==> src/pkg/pabaf_pkg.sv <==
/*
 * Shared constants for the port A / port B alternate function override logic.
 * Assumes a single clock domain and a synchronous active-low reset.
 */
package pabaf_pkg;
	localparam int PABAF_PINS = 8;
	localparam logic [7:0] PABAF_READ_RESET = 8'h00;
	localparam logic [7:0] PABAF_ALL_ONES = 8'hFF;
	localparam int PABAF_PB_MISO = 3;
	localparam int PABAF_PB_MOSI = 2;
	localparam int PABAF_PB_SCK = 1;
	localparam int PABAF_PB_SS = 0;
	localparam int PABAF_PB_TIMER0_COMPARE_A_OUT = 7;
	localparam int PABAF_PB_TIMER1_COMPARE_B_OUT = 6;
	localparam int PABAF_PB_TIMER1_COMPARE_A_OUT = 5;
	localparam int PABAF_PB_TIMER2_COMPARE_A_OUT = 4;
endpackage : pabaf_pkg

==> src/hdl/pabaf_pad_ctl.sv <==
/*
 * Generic override resolution for one I/O pin: pull-up, driver enable,
 * driven value and digital input enable.
 * Assumes the override signals come from the alternate functions of the pin.
 */
`timescale 1ns/1ps
module pabaf_pad_ctl (
	input wire logic pullup_override_en,
	input wire logic pullup_override_val,
	input wire logic dir_override_en,
	input wire logic dir_override_val,
	input wire logic value_override_en,
	input wire logic value_override_val,
	input wire logic input_enable_override_en,
	input wire logic input_enable_override_val,
	input wire logic dir_bit,
	input wire logic latch_bit,
	input wire logic global_pullup_disable_term,
	input wire logic sleep,
	input wire logic pad_in,
	output logic pullup_on,
	output logic drive_n,
	output logic pad_out,
	output logic digital_in
);
	logic drive;
	logic input_enable;

	always_comb begin
		if (pullup_override_en) begin
			pullup_on = pullup_override_val;
		end else begin
			pullup_on = ~dir_bit & latch_bit & ~global_pullup_disable_term;
		end
		drive = dir_override_en ? dir_override_val : dir_bit;
		drive_n = ~drive;
		pad_out = value_override_en ? value_override_val : latch_bit;
		input_enable = input_enable_override_en ? input_enable_override_val : ~sleep;
		// A disabled input is clamped low ahead of any synchroniser.
		digital_in = pad_in & input_enable;
	end
endmodule : pabaf_pad_ctl

==> src/hdl/pabaf_top.sv <==
/*
 * Alternate function override logic for two 8-bit ports: port A as the
 * multiplexed low address/data byte of the external memory interface, and
 * port B as timer compare outputs, SPI pins and pin-change sources.
 * Assumes the memory interface, timers, SPI and pin-change logic sit outside
 * and deliver their enables and values in the CLK domain.
 */
`timescale 1ns/1ps
module pabaf_top
	import pabaf_pkg::*;
(
	input wire logic CLK,
	input wire logic NRST,
	input wire logic SLEEP,
	input wire logic GLOBAL_PULLUP_DISABLE_TERM,
	input wire logic EXT_MEM_ENABLE,
	input wire logic MEM_WRITE,
	input wire logic ADDRESS_PHASE_ACTIVE,
	input wire logic [7:0] MEM_ADDR_LOW,
	input wire logic [7:0] MEM_WDATA,
	output logic [7:0] MEM_RDATA,
	input wire logic [7:0] PORT_A_LATCH,
	input wire logic [7:0] PORT_A_DIR,
	input wire logic [7:0] PA_IN,
	output logic [7:0] PA_OUT,
	output logic [7:0] PA_DRIVE_N,
	output logic [7:0] PA_PULLUP,
	output logic [7:0] PA_READ,
	input wire logic [7:0] PORT_B_LATCH,
	input wire logic [7:0] PORT_B_DIR,
	input wire logic [7:0] PB_IN,
	output logic [7:0] PB_OUT,
	output logic [7:0] PB_DRIVE_N,
	output logic [7:0] PB_PULLUP,
	output logic [7:0] PB_READ,
	input wire logic TIMER0_COMPARE_A_EN,
	input wire logic TIMER0_COMPARE_A_OUT,
	input wire logic TIMER1_COMPARE_C_EN,
	input wire logic TIMER1_COMPARE_C_OUT,
	input wire logic TIMER1_COMPARE_B_EN,
	input wire logic TIMER1_COMPARE_B_OUT,
	input wire logic TIMER1_COMPARE_A_EN,
	input wire logic TIMER1_COMPARE_A_OUT,
	input wire logic TIMER2_COMPARE_A_EN,
	input wire logic TIMER2_COMPARE_A_OUT,
	input wire logic SPI_ENABLE,
	input wire logic SPI_MASTER,
	input wire logic SPI_SLAVE_OUT,
	input wire logic SPI_MASTER_OUT,
	input wire logic SPI_SCK_OUT,
	output logic SPI_MASTER_IN,
	output logic SPI_SLAVE_IN,
	output logic SPI_SCK_IN,
	output logic SPI_SELECT_N_IN,
	input wire logic PIN_CHANGE_GROUP_EN,
	input wire logic [7:0] PIN_CHANGE_MASK,
	output logic [7:0] PIN_CHANGE_SOURCE
);
	logic [7:0] pa_pullup_override_val;
	logic [7:0] pa_value_override_val;
	logic pa_dir_override_val;
	logic [7:0] pa_di;
	logic [7:0] pb_pullup_override_en;
	logic [7:0] pb_pullup_override_val;
	logic [7:0] pb_dir_override_en;
	logic [7:0] pb_value_override_en;
	logic [7:0] pb_value_override_val;
	logic [7:0] pb_input_enable_override_en;
	logic [7:0] pb_di;
	logic spi_master_mode;
	logic spi_slave_mode;
	logic pb7_value;

	assign pa_dir_override_val = MEM_WRITE | ADDRESS_PHASE_ACTIVE;
	assign spi_master_mode = SPI_ENABLE & SPI_MASTER;
	assign spi_slave_mode = SPI_ENABLE & ~SPI_MASTER;
	// Timer 0 takes the pin when both compare outputs are enabled at once.
	assign pb7_value = TIMER0_COMPARE_A_EN ? TIMER0_COMPARE_A_OUT : TIMER1_COMPARE_C_OUT;

	always_comb begin
		pb_pullup_override_en = 8'h00;
		pb_dir_override_en = 8'h00;
		pb_value_override_en = 8'h00;
		pb_value_override_val = 8'h00;
		pb_value_override_en[PABAF_PB_TIMER0_COMPARE_A_OUT] = TIMER0_COMPARE_A_EN | TIMER1_COMPARE_C_EN;
		pb_value_override_val[PABAF_PB_TIMER0_COMPARE_A_OUT] = pb7_value;
		pb_value_override_en[PABAF_PB_TIMER1_COMPARE_B_OUT] = TIMER1_COMPARE_B_EN;
		pb_value_override_val[PABAF_PB_TIMER1_COMPARE_B_OUT] = TIMER1_COMPARE_B_OUT;
		pb_value_override_en[PABAF_PB_TIMER1_COMPARE_A_OUT] = TIMER1_COMPARE_A_EN;
		pb_value_override_val[PABAF_PB_TIMER1_COMPARE_A_OUT] = TIMER1_COMPARE_A_OUT;
		pb_value_override_en[PABAF_PB_TIMER2_COMPARE_A_OUT] = TIMER2_COMPARE_A_EN;
		pb_value_override_val[PABAF_PB_TIMER2_COMPARE_A_OUT] = TIMER2_COMPARE_A_OUT;
		// In master mode the SPI pins are taken over; the slave keeps direction bits.
		for (int i = 0; i < 4; i++) begin
			pb_pullup_override_en[i] = spi_master_mode;
			pb_dir_override_en[i] = spi_master_mode;
		end
		pb_value_override_en[PABAF_PB_MISO] = spi_master_mode;
		pb_value_override_val[PABAF_PB_MISO] = SPI_SLAVE_OUT;
		pb_value_override_en[PABAF_PB_MOSI] = spi_master_mode;
		pb_value_override_val[PABAF_PB_MOSI] = SPI_MASTER_OUT;
		pb_value_override_en[PABAF_PB_SCK] = spi_master_mode;
		pb_value_override_val[PABAF_PB_SCK] = SPI_SCK_OUT;
	end

	assign pb_pullup_override_val = PORT_B_LATCH & {PABAF_PINS{GLOBAL_PULLUP_DISABLE_TERM}};
	assign pb_input_enable_override_en = PIN_CHANGE_MASK & {PABAF_PINS{PIN_CHANGE_GROUP_EN}};

	genvar n;
	generate
		for (n = 0; n < PABAF_PINS; n++) begin : g_pin
			assign pa_pullup_override_val[n] = ~pa_dir_override_val & PORT_A_LATCH[n]
				& GLOBAL_PULLUP_DISABLE_TERM;
			assign pa_value_override_val[n] = (MEM_ADDR_LOW[n] & ADDRESS_PHASE_ACTIVE)
				| (MEM_WDATA[n] & MEM_WRITE);

			pabaf_pad_ctl u_pa (
				.pullup_override_en(EXT_MEM_ENABLE),
				.pullup_override_val(pa_pullup_override_val[n]),
				.dir_override_en(EXT_MEM_ENABLE),
				.dir_override_val(pa_dir_override_val),
				.value_override_en(EXT_MEM_ENABLE),
				.value_override_val(pa_value_override_val[n]),
				.input_enable_override_en(1'b0),
				.input_enable_override_val(1'b0),
				.dir_bit(PORT_A_DIR[n]),
				.latch_bit(PORT_A_LATCH[n]),
				.global_pullup_disable_term(GLOBAL_PULLUP_DISABLE_TERM),
				.sleep(SLEEP),
				.pad_in(PA_IN[n]),
				.pullup_on(PA_PULLUP[n]),
				.drive_n(PA_DRIVE_N[n]),
				.pad_out(PA_OUT[n]),
				.digital_in(pa_di[n])
			);

			pabaf_pad_ctl u_pb (
				.pullup_override_en(pb_pullup_override_en[n]),
				.pullup_override_val(pb_pullup_override_val[n]),
				.dir_override_en(pb_dir_override_en[n]),
				.dir_override_val(1'b0),
				.value_override_en(pb_value_override_en[n]),
				.value_override_val(pb_value_override_val[n]),
				.input_enable_override_en(pb_input_enable_override_en[n]),
				.input_enable_override_val(1'b1),
				.dir_bit(PORT_B_DIR[n]),
				.latch_bit(PORT_B_LATCH[n]),
				.global_pullup_disable_term(GLOBAL_PULLUP_DISABLE_TERM),
				.sleep(SLEEP),
				.pad_in(PB_IN[n]),
				.pullup_on(PB_PULLUP[n]),
				.drive_n(PB_DRIVE_N[n]),
				.pad_out(PB_OUT[n]),
				.digital_in(pb_di[n])
			);
		end
	endgenerate

	// The pad controls stay combinational so bus phases reach the pins at once.
	assign MEM_RDATA = pa_di;
	assign PIN_CHANGE_SOURCE = pb_di;
	assign SPI_MASTER_IN = pb_di[PABAF_PB_MISO];
	assign SPI_SLAVE_IN = pb_di[PABAF_PB_MOSI];
	assign SPI_SCK_IN = pb_di[PABAF_PB_SCK];
	assign SPI_SELECT_N_IN = pb_di[PABAF_PB_SS];

	// Pin read registers sample the gated pad inputs for software.
	always_ff @(posedge CLK) begin
		if (!NRST) begin
			PA_READ <= PABAF_READ_RESET;
		end else begin
			PA_READ <= pa_di;
		end
	end

	always_ff @(posedge CLK) begin
		if (!NRST) begin
			PB_READ <= PABAF_READ_RESET;
		end else begin
			PB_READ <= pb_di;
		end
	end

	pa_bus_pullup_a: assert property (@(posedge CLK) disable iff (!NRST)
		(EXT_MEM_ENABLE && (MEM_WRITE || ADDRESS_PHASE_ACTIVE)) |-> (PA_PULLUP == 8'h00))
		else $error("Port A pull-up active during a bus phase.");

	pa_idle_pullup_a: assert property (@(posedge CLK) disable iff (!NRST)
		(EXT_MEM_ENABLE && !MEM_WRITE && !ADDRESS_PHASE_ACTIVE)
		|-> (PA_PULLUP == (PORT_A_LATCH & {8{GLOBAL_PULLUP_DISABLE_TERM}})))
		else $error("Port A idle pull-up differs from latch and pull-up term.");

	pa_bus_drive_a: assert property (@(posedge CLK) disable iff (!NRST)
		EXT_MEM_ENABLE |-> (PA_DRIVE_N == ((MEM_WRITE || ADDRESS_PHASE_ACTIVE) ? 8'h00 : 8'hFF)))
		else $error("Port A driver enable wrong under memory control.");

	pa_addr_out_a: assert property (@(posedge CLK) disable iff (!NRST)
		(EXT_MEM_ENABLE && ADDRESS_PHASE_ACTIVE && !MEM_WRITE) |-> (PA_OUT == MEM_ADDR_LOW))
		else $error("Port A does not show the address during the address phase.");

	pa_data_out_a: assert property (@(posedge CLK) disable iff (!NRST)
		(EXT_MEM_ENABLE && MEM_WRITE && !ADDRESS_PHASE_ACTIVE) |-> (PA_OUT == MEM_WDATA))
		else $error("Port A does not show write data during a write.");

	pa_data_in_a: assert property (@(posedge CLK) disable iff (!NRST)
		EXT_MEM_ENABLE |-> (MEM_RDATA == (PA_IN & {8{!SLEEP}})))
		else $error("Memory read data does not follow port A pins.");

	pa_gpio_dir_a: assert property (@(posedge CLK) disable iff (!NRST)
		!EXT_MEM_ENABLE |-> (PA_DRIVE_N == ~PORT_A_DIR && PA_OUT == PORT_A_LATCH))
		else $error("Port A ignores its direction or latch in plain mode.");

	pa_read_sample_a: assert property (@(posedge CLK) disable iff (!NRST)
		($past(NRST) && $stable(PA_IN) && $stable(SLEEP) && $stable(EXT_MEM_ENABLE))
		|-> (PA_READ == MEM_RDATA))
		else $error("Port A read register lags a steady input.");

	pb7_timer0_a: assert property (@(posedge CLK) disable iff (!NRST)
		(TIMER0_COMPARE_A_EN && PORT_B_DIR[7]) |-> (!PB_DRIVE_N[7] && PB_OUT[7] == TIMER0_COMPARE_A_OUT))
		else $error("Port B pin 7 does not carry timer 0 compare output.");

	pb7_needs_dir_a: assert property (@(posedge CLK) disable iff (!NRST)
		!PORT_B_DIR[7] |-> PB_DRIVE_N[7])
		else $error("Port B pin 7 drives while its direction bit is input.");

	pb_pin_change_a: assert property (@(posedge CLK) disable iff (!NRST)
		pb_input_enable_override_en[7] |-> (PIN_CHANGE_SOURCE[7] == PB_IN[7]))
		else $error("Pin-change source 7 blocked while enabled.");

	pb_spi_master_a: assert property (@(posedge CLK) disable iff (!NRST)
		spi_master_mode |-> (PB_DRIVE_N[3:0] == 4'hF && PB_OUT[PABAF_PB_MOSI] == SPI_MASTER_OUT))
		else $error("SPI master pins not overridden as required.");

	pb_spi_slave_a: assert property (@(posedge CLK) disable iff (!NRST)
		spi_slave_mode |-> (PB_DRIVE_N[0] == !PORT_B_DIR[0]))
		else $error("SPI slave select pin direction not from its direction bit.");
endmodule : pabaf_top

==> config.mk <==
export PLATFORM = sky130hd
export DESIGN_NAME = pabaf_top
export DESIGN_NICKNAME = d
export VERILOG_FILES = /design/src/pkg/pabaf_pkg.sv /design/src/hdl/pabaf_pad_ctl.sv /design/src/hdl/pabaf_top.sv
export SDC_FILE = /design/constraint.sdc
export NUM_CORES = 1
export LEC_CHECK = 0
export BUFFER_PORTS_ARGS = -buffer_cell sky130_fd_sc_hd__buf_2
export CORE_UTILIZATION = 35
export CTS_CLUSTER_SIZE = 16
export DETAILED_ROUTE_END_ITERATION = 8
export HOLD_SLACK_MARGIN = 0.03
export PLACE_DENSITY = 0.84
export SLEW_MARGIN = 20
export SYNTH_ARGS = -nofsm -noshare
export SYNTH_HDL_FRONTEND = slang
export SYNTH_SLANG_ARGS = --single-unit
==> constraint.sdc <==
create_clock -name CLK -period 1.58 [get_ports CLK]
set_clock_uncertainty 0.15 [all_clocks]
set_input_delay 0.237 -clock CLK [delete_from_list [all_inputs] [get_ports CLK]]
set_output_delay 0.237 -clock CLK [all_outputs]
set_load 0.03 [all_outputs]
==> metrics <==
Total Routing Usage GR=16.9%; Core Region=0.00450 mm2; minimum period implied by the final worst setup slack=1.54 ns; number of buffers inserted by hold repair at cts=0; count of buffers inserted at the top-level ports=between 150 and 200; worst setup path class=in2out; maximum resistive drop on vdd=0.230 mV; first-pass GRT wire length=~7.0 mm; via density per instance=roughly 4.7; total chip power=1510 uW; area share of the largest cell type after synthesis=between 20 and 30%; library cell occupying the most area in the post-synthesis netlist=buf_4; power density cells=669 mW/mm2; wire length after detailed routing=4.68 mm; clock edge transition at the registers on the reported setup and hold paths=0.05 ns; async set-or-reset flop fraction in the synthesized netlist=0%; unrepaired setup endpoints after global routing=no; clk sinks=16; Routed wire per std cell=12.0 um; clock root buffer=clkbuf_8; beginning of the worst hold path=PB_IN[2]; peak fanout along the critical path=4; TritonCTS Buffers=3; Max H-tree Level=1; area of placed instances=0.00217 mm2; max-slew violation count=0; initial antenna violation count=0; number of setup buffers added after CTS=0; standby leakage power=0.00130 uW; Die H=71.4 um; Critical Path End Type=output pin; post-synthesis sequential area ratio=19.0%; layout cells sized above 1=61.2%; number of enable-type register cells in the synthesized netlist=0; diode count=0; Worst setup startpoint=ADDRESS_PHASE_ACTIVE; maximum number of pins on one net before global-route repair=25; highest clock frequency the design can meet=651 MHz; standard-cell row count=24; post-route design area=about 0.0023 mm2; clk buf depth=2; number of gates given a new drive strength after cts=0; register bit count reported by yosys=16; Relative slew margins=73.7%; gate count of the mapped netlist=223; Via Count=1,839; slew at the pin closest to its max-slew limit=0.395 ns; Synth Flop Type=dfxtp_1; initial standard-cell utilization of the core=37.5%; critical path required time=1.19 ns; largest cells by area after synthesis=buf_4 29%, dfxtp_1 19%, a211oi_1 5.3%; type of origin of the critical path=primary input; WHS Path Cells=3; worst min path class=in2reg; DIE AREA=0.00510 mm2; hold violation count in the final report=0; result of the run=completed; total DRC errors in the routed layout=0; Die W=about 71 um; last weighted congestion value of the routability-driven placer=0.813; final-stage net count=434; Boundary Pins=179; DRC marker count from the first detailed-route iteration=50; data arrival time of the critical path=1.15 ns; number of maximum-capacitance violations=0; vias in the first global route=1,704; fin crit share=97.2%; detailed-router iteration count before antenna repair=4; CTS tree=built; P&R area growth vs syn=33.7%; Synth warnings=0; number of distinct library cells after synthesis=23; count of antenna-violating nets left after detailed routing=0; endpoints failing setup=0; mean instance size in the synthesized netlist=7.57 um2; number of nets produced by synthesis=roughly 320; Cell Area, Synth=0.00169 mm2; gr ovfl total=0; HPWL Detailed=~4 mm
cell type report:
class,instances,area (um2)
clock buffer,4,55.1
fill,432,2250
inverter,13,48.8
multi-input combinational,117,753
sequential,16,320
tap,52,65.1
timing repair buffer,188,1010
cell usage in the layout (no fill, tap or decap):
master	count
mux2_2	6
mux2i_1	1
nor2_1	8
a211oi_1	12
and3_1	1
o21ai_0	1
o21ai_2	8
nor2b_1	8
clkbuf_8	4
o21a_1	12
a21oi_1	16
buf_4	12
dfxtp_1	16
buf_12	1
and4bb_2	1
buf_2	170
nor3b_1	4
inv_1	13
or3b_1	1
clkbuf_4	1
a22oi_1	8
and2_1	8
buf_6	4
nor3_1	8
nand2_1	14
per-stage QoR:
stage	worst slack (ns)	hold slack (ns)	utilization, %	TNS (ns)	instances
6_report	0.0440	0.0904	50.1	0	390
2_1_floorplan	-0.171	0.209	-	-0.684	223
3_5_place_dp	0.0139	0.343	48.1	0	386
5_1_grt	0.00275	0.0899	50.1	0	390
4_1_cts	0.0126	0.0831	49.3	0	390
3_3_place_gp	0.0338	0.333	48.1	0	386
Yosys cell counts, drive strengths merged, types with 4 or more instances:
cell type  count
nor2b          8
a211oi        12
a22oi          8
inv           13
mux2           6
o21a          12
nor3b          4
buf           76
dfxtp         16
nor2           8
a21oi         16
nand2         14
and2           8
nor3           8
o21ai          9
sequential cells by signal (all words and copies together) (netlist names):
register and count:
PB_READ 8, PA_READ 8
logic make-up (layout without fill, tap and decap cells):
logic type | after synthesis | after routing | share of synthesized area, %
buffers and inverters | 90 | 205 | 36.4
AOI/OAI and AO/OA | 57 | 57 | 23.4
and+or+nand+nor | 53 | 53 | 16.6
DFF | 16 | 16 | 19.0
muxes | 7 | 7 | 4.60
worst max-delay path, cell delays in order:
cell and delay [ns]:
buf_2 0.12, or3b_1 0.39, buf_4 0.17, o21ai_2 0.05
clkbuf_4 0.19
where the power goes:
part | switching [uW] | internal (uW) | total [uW]
Clock | 123 | 221 | 343
Sequential | 3.73 | 422 | 426
Combinational | 465 | 274 | 740
Total | 592 | 917 | 1510
layer usage:
| layer | share of wire [%] | GRT usage, % | up-vias |
|---|---|---|---|
| met4 | 0.81 | 6.67 | 0 |
| met2 | 54 | 35.2 | 122 |
| met3 | 10 | 2.95 | 5 |
| met5 | 0 | 0 | - |
| li1 | - | - | 917 |
| met1 | 35 | 15.8 | 795 |
final timing paths:
check                               end  slack (ns)
hold / removal    PB_READ[2]$_SDFF_PN0_        0.09
setup / recovery          PA_DRIVE_N[0]        0.04
Power figures use the tool's default switching activity.
